<file path="src/irm_pkg.sv">
package irm_pkg;

    // ------------
    // Register map (Modbus holding register addresses)
    // ------------
    localparam logic [15:0] ADDR_CMD_NUM   = 16'h044F;  // Command number
    localparam logic [15:0] ADDR_CHAN_SEL  = 16'h0450;  // Channel mask
    localparam logic [15:0] ADDR_CH1_TRIG  = 16'h0455;  // Channel one trigger
    localparam logic [15:0] ADDR_CH2_TRIG  = 16'h0457;  // Channel two trigger

    // ------------
    // Value ranges
    // ------------
    localparam logic [15:0] CMD_MIN        = 16'h0001;
    localparam logic [15:0] CMD_MAX        = 16'h0200;  // 512
    localparam logic [15:0] CHAN_MIN       = 16'h0001;
    localparam logic [15:0] CHAN_MAX       = 16'h0003;
    localparam logic [15:0] TRIG_MAX       = 16'h00E0;  // 224
    localparam logic [15:0] QTY_MAX        = 16'h007B;  // 123 words per write

    // ------------
    // Protocol constants
    // ------------
    localparam logic [15:0] MB_PORT        = 16'h01F6;  // 502
    localparam logic [7:0]  FC_WR_SINGLE   = 8'h06;
    localparam logic [7:0]  FC_WR_MULTI    = 8'h10;
    localparam logic [7:0]  FC_EXC_FLAG    = 8'h80;
    localparam logic [7:0]  EXC_NONE       = 8'h00;
    localparam logic [7:0]  EXC_FUNCTION   = 8'h01;
    localparam logic [7:0]  EXC_ADDRESS    = 8'h02;
    localparam logic [7:0]  EXC_VALUE      = 8'h03;

    // Byte positions inside a request, unit id at zero
    localparam logic [7:0]  POS_FC         = 8'h01;
    localparam logic [7:0]  POS_ADDR_HI    = 8'h02;
    localparam logic [7:0]  POS_ADDR_LO    = 8'h03;
    localparam logic [7:0]  POS_W4         = 8'h04;
    localparam logic [7:0]  POS_W5         = 8'h05;
    localparam logic [7:0]  POS_BCNT       = 8'h06;
    localparam logic [7:0]  POS_DATA       = 8'h07;
    localparam logic [7:0]  POS_MAX        = 8'hFF;

    // Response lengths
    localparam logic [2:0]  RESP_LEN_OK    = 3'h6;
    localparam logic [2:0]  RESP_LEN_EXC   = 3'h3;

    // Reset values
    localparam logic [15:0] RST_WORD       = 16'h0000;
    localparam logic [7:0]  RST_BYTE       = 8'h00;

    // Channel masks
    localparam logic [1:0]  CHAN_ONE       = 2'h1;
    localparam logic [1:0]  CHAN_TWO       = 2'h2;

    // ------------
    // Types
    // ------------
    typedef enum logic [3:0] {
        ST_IDLE = 4'h1,
        ST_RECV = 4'h2,
        ST_DROP = 4'h4,
        ST_EMIT = 4'h8
    } irm_state_e;

    // Request toward the playback engine
    typedef struct packed {
        logic [1:0]  chan;   // Bit 0 channel one, bit 1 channel two
        logic [15:0] cmd;    // Stored command number
    } irm_emit_s;

    // Answer bytes, byte 0 goes out first
    typedef struct packed {
        logic [2:0]      len;
        logic [5:0][7:0] bytes;
    } irm_resp_s;

    // Which register a word hits
    typedef struct packed {
        logic cmd;
        logic chan;
        logic t1;
        logic t2;
    } irm_hit_s;

    typedef struct packed {
        irm_state_e  st;
        logic [7:0]  idx;
        logic [7:0]  unit;
        logic [7:0]  fc;
        logic [15:0] addr;
        logic [15:0] qty;
        logic [7:0]  bcnt;
        logic [7:0]  hi;
        logic [7:0]  wk;
        logic [7:0]  err;
        logic [15:0] sh_cmd;
        logic [15:0] sh_chan;
        logic [15:0] sh_t1;
        logic [15:0] sh_t2;
        irm_hit_s    wr;
        logic [15:0] cmd_reg;
        logic [15:0] chan_reg;
        logic [15:0] t1_reg;
        logic [15:0] t2_reg;
        logic [2:0]  pend;
        logic        emit_vld;
        irm_emit_s   emit;
        logic        resp_go;
        irm_resp_s   resp;
    } irm_core_s;

    typedef struct packed {
        logic [2:0]      rem;
        logic [5:0][7:0] sh;
    } irm_tx_s;

endpackage

</file>
<file path="src/irm_reg_check.sv">
`timescale 1ns/10ps

// ------------
// Address decode and value range check for one written word
// ------------
module irm_reg_check
    import irm_pkg::*;
(
    // Word under test
    input  wire logic [15:0] word_addr_i,
    input  wire logic [15:0] word_val_i,
    // Result
    output irm_hit_s         hit_o,
    output logic             val_ok_o
);

    // Decode the four mapped holding registers
    always_comb
    begin
        hit_o.cmd  = (word_addr_i == ADDR_CMD_NUM);
        hit_o.chan = (word_addr_i == ADDR_CHAN_SEL);
        hit_o.t1   = (word_addr_i == ADDR_CH1_TRIG);
        hit_o.t2   = (word_addr_i == ADDR_CH2_TRIG);
    end

    // Range of each register, zero is never a legal value
    always_comb
    begin
        if (hit_o.cmd)
        begin
            val_ok_o = (word_val_i >= CMD_MIN) && (word_val_i <= CMD_MAX);
        end
        else if (hit_o.chan)
        begin
            val_ok_o = (word_val_i >= CHAN_MIN) && (word_val_i <= CHAN_MAX);
        end
        else if (hit_o.t1 || hit_o.t2)
        begin
            val_ok_o = (word_val_i >= CMD_MIN) && (word_val_i <= TRIG_MAX);
        end
        else
        begin
            val_ok_o = 1'b0;
        end
    end

endmodule

</file>
<file path="src/irm_resp_tx.sv">
`timescale 1ns/10ps

// ------------
// Answer serialiser: shifts out up to six bytes
// ------------
module irm_resp_tx
    import irm_pkg::*;
(
    // Clock and reset
    input  wire logic       ref_clk_i,
    input  wire logic       nrst_i,
    // Load side
    input  wire logic       start_i,
    input  irm_resp_s       resp_i,
    output logic            busy_o,
    // Byte stream toward the transport
    output logic [7:0]      tx_data_o,
    output logic            tx_valid_o,
    output logic            tx_last_o,
    input  wire logic       tx_ready_i
);

    irm_tx_s s_reg;   // Remaining count and shift register
    irm_tx_s s_next;

    // Handshake outputs straight off the count
    assign busy_o     = (s_reg.rem != 3'h0);
    assign tx_valid_o = busy_o;
    assign tx_last_o  = (s_reg.rem == 3'h1);
    assign tx_data_o  = s_reg.sh[0];

    // Load on start, shift on each accepted byte
    always_comb
    begin
        s_next = s_reg;
        if (start_i && !busy_o)
        begin
            s_next.rem = resp_i.len;
            s_next.sh  = resp_i.bytes;
        end
        else if (busy_o && tx_ready_i)
        begin
            s_next.rem = s_reg.rem - 3'h1;
            s_next.sh  = {RST_BYTE, s_reg.sh[5:1]};
        end
    end

    // State register
    always_ff @(posedge ref_clk_i)
    begin
        if (!nrst_i)
        begin
            s_reg <= '0;
        end
        else
        begin
            s_reg <= s_next;
        end
    end

endmodule

</file>
<file path="src/irm_front_end.sv">
`timescale 1ns/10ps

// How it works
// Only function codes 6 and 16 write
// Words arrive high byte then low byte
// Requests accepted on port 502, TCP or UDP
// Command number register, values 1 to 512
// Channel select register, values 1 to 3
// Bit 0 channel one, bit 1 channel two
// Channel one trigger emits at once, 1-224
// Channel two trigger emits at once, 1-224
// Two-word multi write sets both, then emits
// Client writes number first, then channel select
// Bad values emit nothing, answer exception 03
module irm_front_end
    import irm_pkg::*;
(
    // Clock and reset
    input  wire logic        ref_clk_i,
    input  wire logic        nrst_i,
    // Request bytes from the transport, unit id first
    input  wire logic [7:0]  rx_data_i,
    input  wire logic        rx_valid_i,
    input  wire logic        rx_first_i,
    input  wire logic        rx_last_i,
    input  wire logic [15:0] rx_port_i,
    output logic             rx_ready_o,
    // Answer bytes toward the transport
    output logic [7:0]       tx_data_o,
    output logic             tx_valid_o,
    output logic             tx_last_o,
    input  wire logic        tx_ready_i,
    // Emit request toward the playback engine
    output irm_emit_s        emit_o,
    output logic             emit_valid_o,
    input  wire logic        emit_ready_i,
    // Register contents
    output logic [15:0]      cmd_num_o,
    output logic [15:0]      chan_sel_o
);

    // ------------
    // Declarations
    // ------------
    irm_core_s   s_reg;       // Whole state of the block
    irm_core_s   s_next;      // Its next value
    irm_hit_s    chk_hit;     // Register hit of current word
    logic        chk_ok;      // Value in range
    logic [15:0] chk_addr;    // Address of current word
    logic [15:0] chk_val;     // Value of current word
    logic        tx_busy;     // Answer still going out
    logic        take;        // Byte accepted this cycle
    logic        fc_known;    // Function is a write we support
    logic        is_single;   // Single-register write
    logic        word_done;   // Low byte of a word arrives now
    logic [7:0]  err_w;       // Error after this byte
    logic [7:0]  fin_err;     // Error at end of frame
    logic        len_ok;      // Frame length matches its header
    logic [7:0]  data_pos;    // Offset inside multi-write data

    // ------------
    // Helpers
    // ------------
    assign take       = rx_valid_i && rx_ready_o;
    assign is_single  = (s_reg.fc == FC_WR_SINGLE);
    assign fc_known   = is_single || (s_reg.fc == FC_WR_MULTI);
    assign data_pos   = s_reg.idx - POS_DATA;

    // Word address steps by one for each word of a multi write
    assign chk_addr   = s_reg.addr + {8'h00, s_reg.wk};
    assign chk_val    = {s_reg.hi, rx_data_i};

    // Low byte of a word: position 5 for code 6, odd data offset for 16
    always_comb
    begin
        if (!fc_known || s_reg.st != ST_RECV)
        begin
            word_done = 1'b0;
        end
        else if (is_single)
        begin
            word_done = (s_reg.idx == POS_W5);
        end
        else
        begin
            word_done = (s_reg.idx >= POS_DATA) && data_pos[0];
        end
    end

    // Address errors come before value errors; first fault sticks
    always_comb
    begin
        err_w = s_reg.err;
        if (word_done && s_reg.err == EXC_NONE)
        begin
            if (chk_hit == '0)
            begin
                err_w = EXC_ADDRESS;
            end
            else if (!chk_ok)
            begin
                err_w = EXC_VALUE;
            end
        end
    end

    // Length check: header, quantity and byte count must agree
    always_comb
    begin
        if (is_single)
        begin
            len_ok = (s_reg.idx == POS_W5);
        end
        else
        begin
            len_ok = (s_reg.idx >= POS_DATA)
                  && ((s_reg.idx - POS_BCNT) == s_reg.bcnt)
                  && ({s_reg.qty[6:0], 1'b0} == s_reg.bcnt)
                  && (s_reg.qty != 16'h0000)
                  && (s_reg.qty <= QTY_MAX);
        end
    end

    // Unknown function outranks length, length outranks the rest
    assign fin_err = !fc_known ? EXC_FUNCTION :
                     !len_ok   ? EXC_VALUE    : err_w;

    // ------------
    // Submodules
    // ------------
    irm_reg_check u_check (
        .word_addr_i (chk_addr),
        .word_val_i  (chk_val),
        .hit_o       (chk_hit),
        .val_ok_o    (chk_ok)
    );

    irm_resp_tx u_tx (
        .ref_clk_i   (ref_clk_i),
        .nrst_i      (nrst_i),
        .start_i     (s_reg.resp_go),
        .resp_i      (s_reg.resp),
        .busy_o      (tx_busy),
        .tx_data_o   (tx_data_o),
        .tx_valid_o  (tx_valid_o),
        .tx_last_o   (tx_last_o),
        .tx_ready_i  (tx_ready_i)
    );

    // ------------
    // Outputs
    // ------------
    // New frames wait while an answer or an emit is still out
    assign rx_ready_o   = (s_reg.st != ST_EMIT);
    assign emit_o       = s_reg.emit;
    assign emit_valid_o = s_reg.emit_vld;
    assign cmd_num_o    = s_reg.cmd_reg;
    assign chan_sel_o   = s_reg.chan_reg;

    // ------------
    // Next state
    // ------------
    always_comb
    begin
        s_next         = s_reg;
        s_next.resp_go = 1'b0;

        // Emit handshake: drop valid once taken
        if (s_reg.emit_vld && emit_ready_i)
        begin
            s_next.emit_vld = 1'b0;
        end

        unique case (s_reg.st)
            // Wait for the start of a frame
            ST_IDLE:
            begin
                if (take && rx_first_i && !rx_last_i)
                begin
                    s_next.unit = rx_data_i;
                    s_next.idx  = POS_FC;
                    s_next.err  = EXC_NONE;
                    s_next.wk   = RST_BYTE;
                    s_next.wr   = '0;
                    // Only the port matters, not the transport
                    s_next.st   = (rx_port_i == MB_PORT) ? ST_RECV : ST_DROP;
                end
            end

            // Collect header and data bytes
            ST_RECV:
            begin
                if (take)
                begin
                    if (s_reg.idx != POS_MAX)
                    begin
                        s_next.idx = s_reg.idx + 8'h01;
                    end
                    s_next.err = err_w;
                    case (s_reg.idx)
                        POS_FC:      s_next.fc         = rx_data_i;
                        POS_ADDR_HI: s_next.addr[15:8] = rx_data_i;
                        POS_ADDR_LO: s_next.addr[7:0]  = rx_data_i;
                        POS_W4:
                        begin
                            s_next.hi        = rx_data_i;
                            s_next.qty[15:8] = rx_data_i;
                        end
                        POS_W5:      s_next.qty[7:0]   = rx_data_i;
                        POS_BCNT:    s_next.bcnt       = rx_data_i;
                        default:
                        begin
                            // Even data offset carries a high byte
                            if (!data_pos[0])
                            begin
                                s_next.hi = rx_data_i;
                            end
                        end
                    endcase

                    // Park every word that hits a register, in range or not, until the frame is whole
                    if (word_done)
                    begin
                        s_next.wk = s_reg.wk + 8'h01;
                        if (chk_hit.cmd)
                        begin
                            s_next.sh_cmd = chk_val;
                            s_next.wr.cmd = 1'b1;
                        end
                        if (chk_hit.chan)
                        begin
                            s_next.sh_chan = chk_val;
                            s_next.wr.chan = 1'b1;
                        end
                        if (chk_hit.t1)
                        begin
                            s_next.sh_t1 = chk_val;
                            s_next.wr.t1 = 1'b1;
                        end
                        if (chk_hit.t2)
                        begin
                            s_next.sh_t2 = chk_val;
                            s_next.wr.t2 = 1'b1;
                        end
                    end

                    // End of frame: commit or refuse, then answer
                    if (rx_last_i)
                    begin
                        s_next.resp_go = 1'b1;
                        s_next.st      = ST_EMIT;
                        if (fin_err == EXC_NONE)
                        begin
                            // Shadow values already include this last word
                            if (s_next.wr.cmd)
                            begin
                                s_next.cmd_reg = s_next.sh_cmd;
                            end
                            if (s_next.wr.chan)
                            begin
                                s_next.chan_reg = s_next.sh_chan;
                            end
                            if (s_next.wr.t1)
                            begin
                                s_next.t1_reg = s_next.sh_t1;
                            end
                            if (s_next.wr.t2)
                            begin
                                s_next.t2_reg = s_next.sh_t2;
                            end
                            // Channel select write is what fires the shared emit
                            s_next.pend = {s_next.wr.t2, s_next.wr.t1,
                                           s_next.wr.chan};
                            s_next.resp.len = RESP_LEN_OK;
                            s_next.resp.bytes = {is_single ? rx_data_i : s_reg.qty[7:0],
                                                 is_single ? s_reg.hi : s_reg.qty[15:8],
                                                 s_reg.addr[7:0], s_reg.addr[15:8],
                                                 s_reg.fc, s_reg.unit};
                        end
                        else
                        begin
                            // Refused frame: registers keep their old values
                            s_next.pend       = 3'h0;
                            s_next.resp.len   = RESP_LEN_EXC;
                            s_next.resp.bytes = {RST_BYTE, RST_BYTE, RST_BYTE, fin_err,
                                                 s_reg.fc | FC_EXC_FLAG, s_reg.unit};
                        end
                    end
                end
            end

            // Frame for another port: swallow silently
            ST_DROP:
            begin
                if (take && rx_last_i)
                begin
                    s_next.st = ST_IDLE;
                end
            end

            // Hand out emits one at a time, wait for the answer to leave
            ST_EMIT:
            begin
                if (!s_reg.emit_vld || emit_ready_i)
                begin
                    if (s_reg.pend[0])
                    begin
                        s_next.emit_vld  = 1'b1;
                        s_next.emit.cmd  = s_reg.cmd_reg;
                        s_next.emit.chan = s_reg.chan_reg[1:0];
                        s_next.pend[0]   = 1'b0;
                    end
                    else if (s_reg.pend[1])
                    begin
                        s_next.emit_vld  = 1'b1;
                        s_next.emit.cmd  = s_reg.t1_reg;
                        s_next.emit.chan = CHAN_ONE;
                        s_next.pend[1]   = 1'b0;
                    end
                    else if (s_reg.pend[2])
                    begin
                        s_next.emit_vld  = 1'b1;
                        s_next.emit.cmd  = s_reg.t2_reg;
                        s_next.emit.chan = CHAN_TWO;
                        s_next.pend[2]   = 1'b0;
                    end
                    else if (!tx_busy && !s_reg.resp_go)
                    begin
                        s_next.st = ST_IDLE;
                    end
                end
            end
        endcase
    end

    // ------------
    // State register
    // ------------
    always_ff @(posedge ref_clk_i)
    begin
        if (!nrst_i)
        begin
            s_reg          <= '0;
            s_reg.st       <= ST_IDLE;
            s_reg.cmd_reg  <= RST_WORD;
            s_reg.chan_reg <= RST_WORD;
        end
        else
        begin
            s_reg <= s_next;
        end
    end

endmodule

</file>
<file path="config.mk">
export PLATFORM = sky130hd
export DESIGN_NAME = irm_front_end
export DESIGN_NICKNAME = d
export VERILOG_FILES = /design/src/irm_pkg.sv /design/src/irm_reg_check.sv /design/src/irm_resp_tx.sv /design/src/irm_front_end.sv
export SDC_FILE = /design/constraint.sdc
export NUM_CORES = 1
export LEC_CHECK = 0
export CORE_MARGIN = 2
export CORE_UTILIZATION = 55
export DETAILED_ROUTE_END_ITERATION = 10
export DONT_BUFFER_PORTS = 1
export MAX_ROUTING_LAYER = met4
export PLACE_DENSITY = 0.7
export SKIP_CTS_REPAIR_TIMING = 1
export SLEW_MARGIN = 0
export SYNTH_ARGS = -nofsm -noshare
export SYNTH_HDL_FRONTEND = slang
export SYNTH_SLANG_ARGS = --single-unit
</file>
<file path="constraint.sdc">
create_clock -name ref_clk_i -period 8.7 [get_ports ref_clk_i]
set_input_delay 1.74 -clock ref_clk_i [delete_from_list [all_inputs] [get_ports ref_clk_i]]
set_output_delay 1.74 -clock ref_clk_i [all_outputs]
set_load 0.01 [all_outputs]
</file>
==> impl_metrics.toml <==
[outcome]
status = "finished, final reports clean"

[grt]
overflow = 0
grt_pass1_vias = 12310
grt_use_total_pct = 27.45
grt_pass1_wl_um = 66760
grt_start_max_net_pins = 158
grt_antenna_before_repair = 0

[yosys]
synth_ff_type = "dfxtp_1"
synth_top_area_cell = "dfxtp_1"
synth_enable_flop_cells = 0
synth_top_area_share_pct = 42.83
synth_most_common_cell = "dfxtp_1"
netlist_area_um2 = 16310
synthTopCellsByArea = "dfxtp_1 43%, mux2i_1 10%, nand2_1 7.5%"
ys_seq_area_share_pct = 42.83
syn-num-nets = 1996
synth_cell_type_count = 77
synthTopCellsByCount = "349 x dfxtp_1, 324 x nand2_1, 164 x mux2i_1, 162 x nor2_1, 139 x a21oi_1"
syn_area_per_cell_um2 = 8.379
yosysWarnings = 0
synth_seq_cells = 349
synthCells = 1947
async_flop_share_pct = 0

[critical_path]
slowest_delay_ns = 1.02
cp_data_arrival_time_ns = 5.29
cp_num_buf_inv = 1
cp.required_ns = 9.07
path_cells = "ha_1, inv_1, fa_1, nand2b_1, a21oi_2, a311oi_1, or4_1, nor4_4, nand3_1, mux2i_1, nor2_1"
worst_setup_path_start_kind = "flip-flop"
crit_type = "reg2reg"
cp_max_fo = 17
worst_path_max_delay_cell = "nand3_1"
end_kind = "flip-flop"
path_delay_family = "simple AND/OR/NAND/NOR gates"

[final_layout]
syn2layout_area_growth_pct = 5.529
multiInputGateArea_um2 = 8204
layout-drive-gt1-share_pct = 5.788
layout.nets = 1836
regArea_um2 = 6987
insertedDiodeCount = 0
n_fill_cell = 2617
largest_reg_flops = 239

[routing]
detailedRoute.firstIterationViolations = 1221
wl_per_cell_um = 19.19
vias = 13300
viasPerCell = 6.034
drc = 0
drtPass1Iterations = 5
antenna_left = 0
drt_wl_total_um = 42300

[timing]
rsz0062_at_grt = "false"
finalMaxSlewViolations = 0
setup-violations-final = 0
setup_tns_ns = 0
relSlewSlack_pct = 20.83
hold_viol = 0
fin_crit_sh_pct = 56.61
fmax_mhz = 203.0
finClkSkew_ns = 0.01189
min_period_ns = 4.925
tightest_slew_ns = 1.184

[power]
power_mw = 3.355
p_leak_nw = 6.692
power_density_nw_per_um2 = 194.9
p_int_mw = 2.670
swShare_pct = 20.43
p_sw_uw = 685.4
p_comb_share_pct = 1.3
peakVddDrop_mv = 0.1252
power.share.clock_pct = 51.0
power_frac_seq_pct = 47.8

[clock_network]
cts_sinks = 349
htree_levels = 2
cts.clk_slew.worst_paths_ns = 0.07
numCtsBuffers = 37
root_buffer = "clkbuf_16"
clk_latency_ns = 0.52
cts_tree = "done"
clockBufferDepth = 3

[worst_hold_path]
hold_class = "reg2reg"

[placed_design]
gp_congestion = 0.8511
port-buffer-count = 0
hpwlAfterDp_um = 26220

[floorplan]
fp.dieW_um = 176.2
dieHeight_um = 176.2
rows = 63
pin_count = 93
start_util_pct = 55.49
core_region_area_um2 = 29400
dieArea_um2 = 31060

[run]
cap_viol_max_count = 0
[cells by family after synthesis]
logic type	Yosys count	synth area share, %
xor+xnor	33	1.772
compound gates	448	17.49
buf+inv	233	7.071
fa+ha+maj	18	1.426
mux	164	10.06
simple gates	702	19.36
flops	349	42.83
[power by group through the flow]
stage | Combinational [mW] | Sequential, mW | Clock, mW
floorplan | 0.0470 | 1.64 | 0
global placement | 0.0414 | 1.64 | 0
detailed placement | 0.0422 | 1.64 | 0
CTS | 0.0423 | 1.60 | 1.73
global route | 0.0465 | 1.60 | 1.80
finish | 0.0426 | 1.60 | 1.71
[stage by stage]
step                      cell area, um^2  hold slack, ns  util [%]  cells  setup WS [ns]
after detailed placement            15890          0.4448     54.05   2138          3.835
after global routing                17220          0.4732     58.56   2204          3.429
after CTS                           17220          0.4554     58.56   2204          3.803
after global placement              15890          0.4377     54.05   2138          3.910
final                               17220          0.4512     58.56   2204          3.775
after floorplan                     16310          0.4249         -   1947          4.564
[worst reg2reg max path, stage by stage (launching register included)]
cell and delay (ns):
dfxtp_1 0.40, ha_1 0.22, inv_1 0.06, fa_1 0.41, nand2b_1 0.25, a21oi_2 0.20, a311oi_1 0.13, or4_1 0.68
nor4_4 0.89, nand3_1 1.02, mux2i_1 0.45, nor2_1 0.07
[cells in the final DEF (no fill, tap or decap), types with 9 or more instances in the layout]
cell type,Yosys,routed
nor3_1,9,9
nor2_1,162,159
a22oi_1,55,55
nand3_1,102,102
a311oi_1,11,11
and2_1,21,21
o21ai_0,102,102
nand2_1,324,324
nor4_1,11,11
dfxtp_1,349,349
xor2_1,10,10
mux2i_1,164,164
clkbuf_16,0,39
ha_1,17,17
nand4_1,10,10
buf_4,60,21
and3_1,12,12
inv_1,12,12
a21o_1,68,68
xnor2_1,23,23
a211oi_1,9,9
a21oi_1,139,139
[final timing paths]
path                    from              to  slack (ns)  depth (start not counted)
setup / recovery  s_reg[214]      s_reg[191]        3.77                         11
hold / removal     s_reg[45]  u_tx.s_reg[45]        0.45                          2
setup reg to reg  s_reg[214]      s_reg[191]        3.77                         11
hold reg to reg    s_reg[45]  u_tx.s_reg[45]        0.45                          2
[routing by layer]
metal	global-route usage (%)	part of all wire, %
met5	-	0
met4	7.782	2.5
met3	4.780	6.8
met2	41.85	45
met1	37.56	46
[layout make-up]
type | instances | area share, %
clock buffers | 48 | 6.097
clock inverters | 18 | 1.592
inverters | 13 | 0.3270
multi-input cells | 1365 | 47.65
flip-flops and latches | 349 | 40.58
well taps | 390 | 2.834
repair buffers | 21 | 0.9157
No activity file was read; power rests on OpenSTA's default activity.
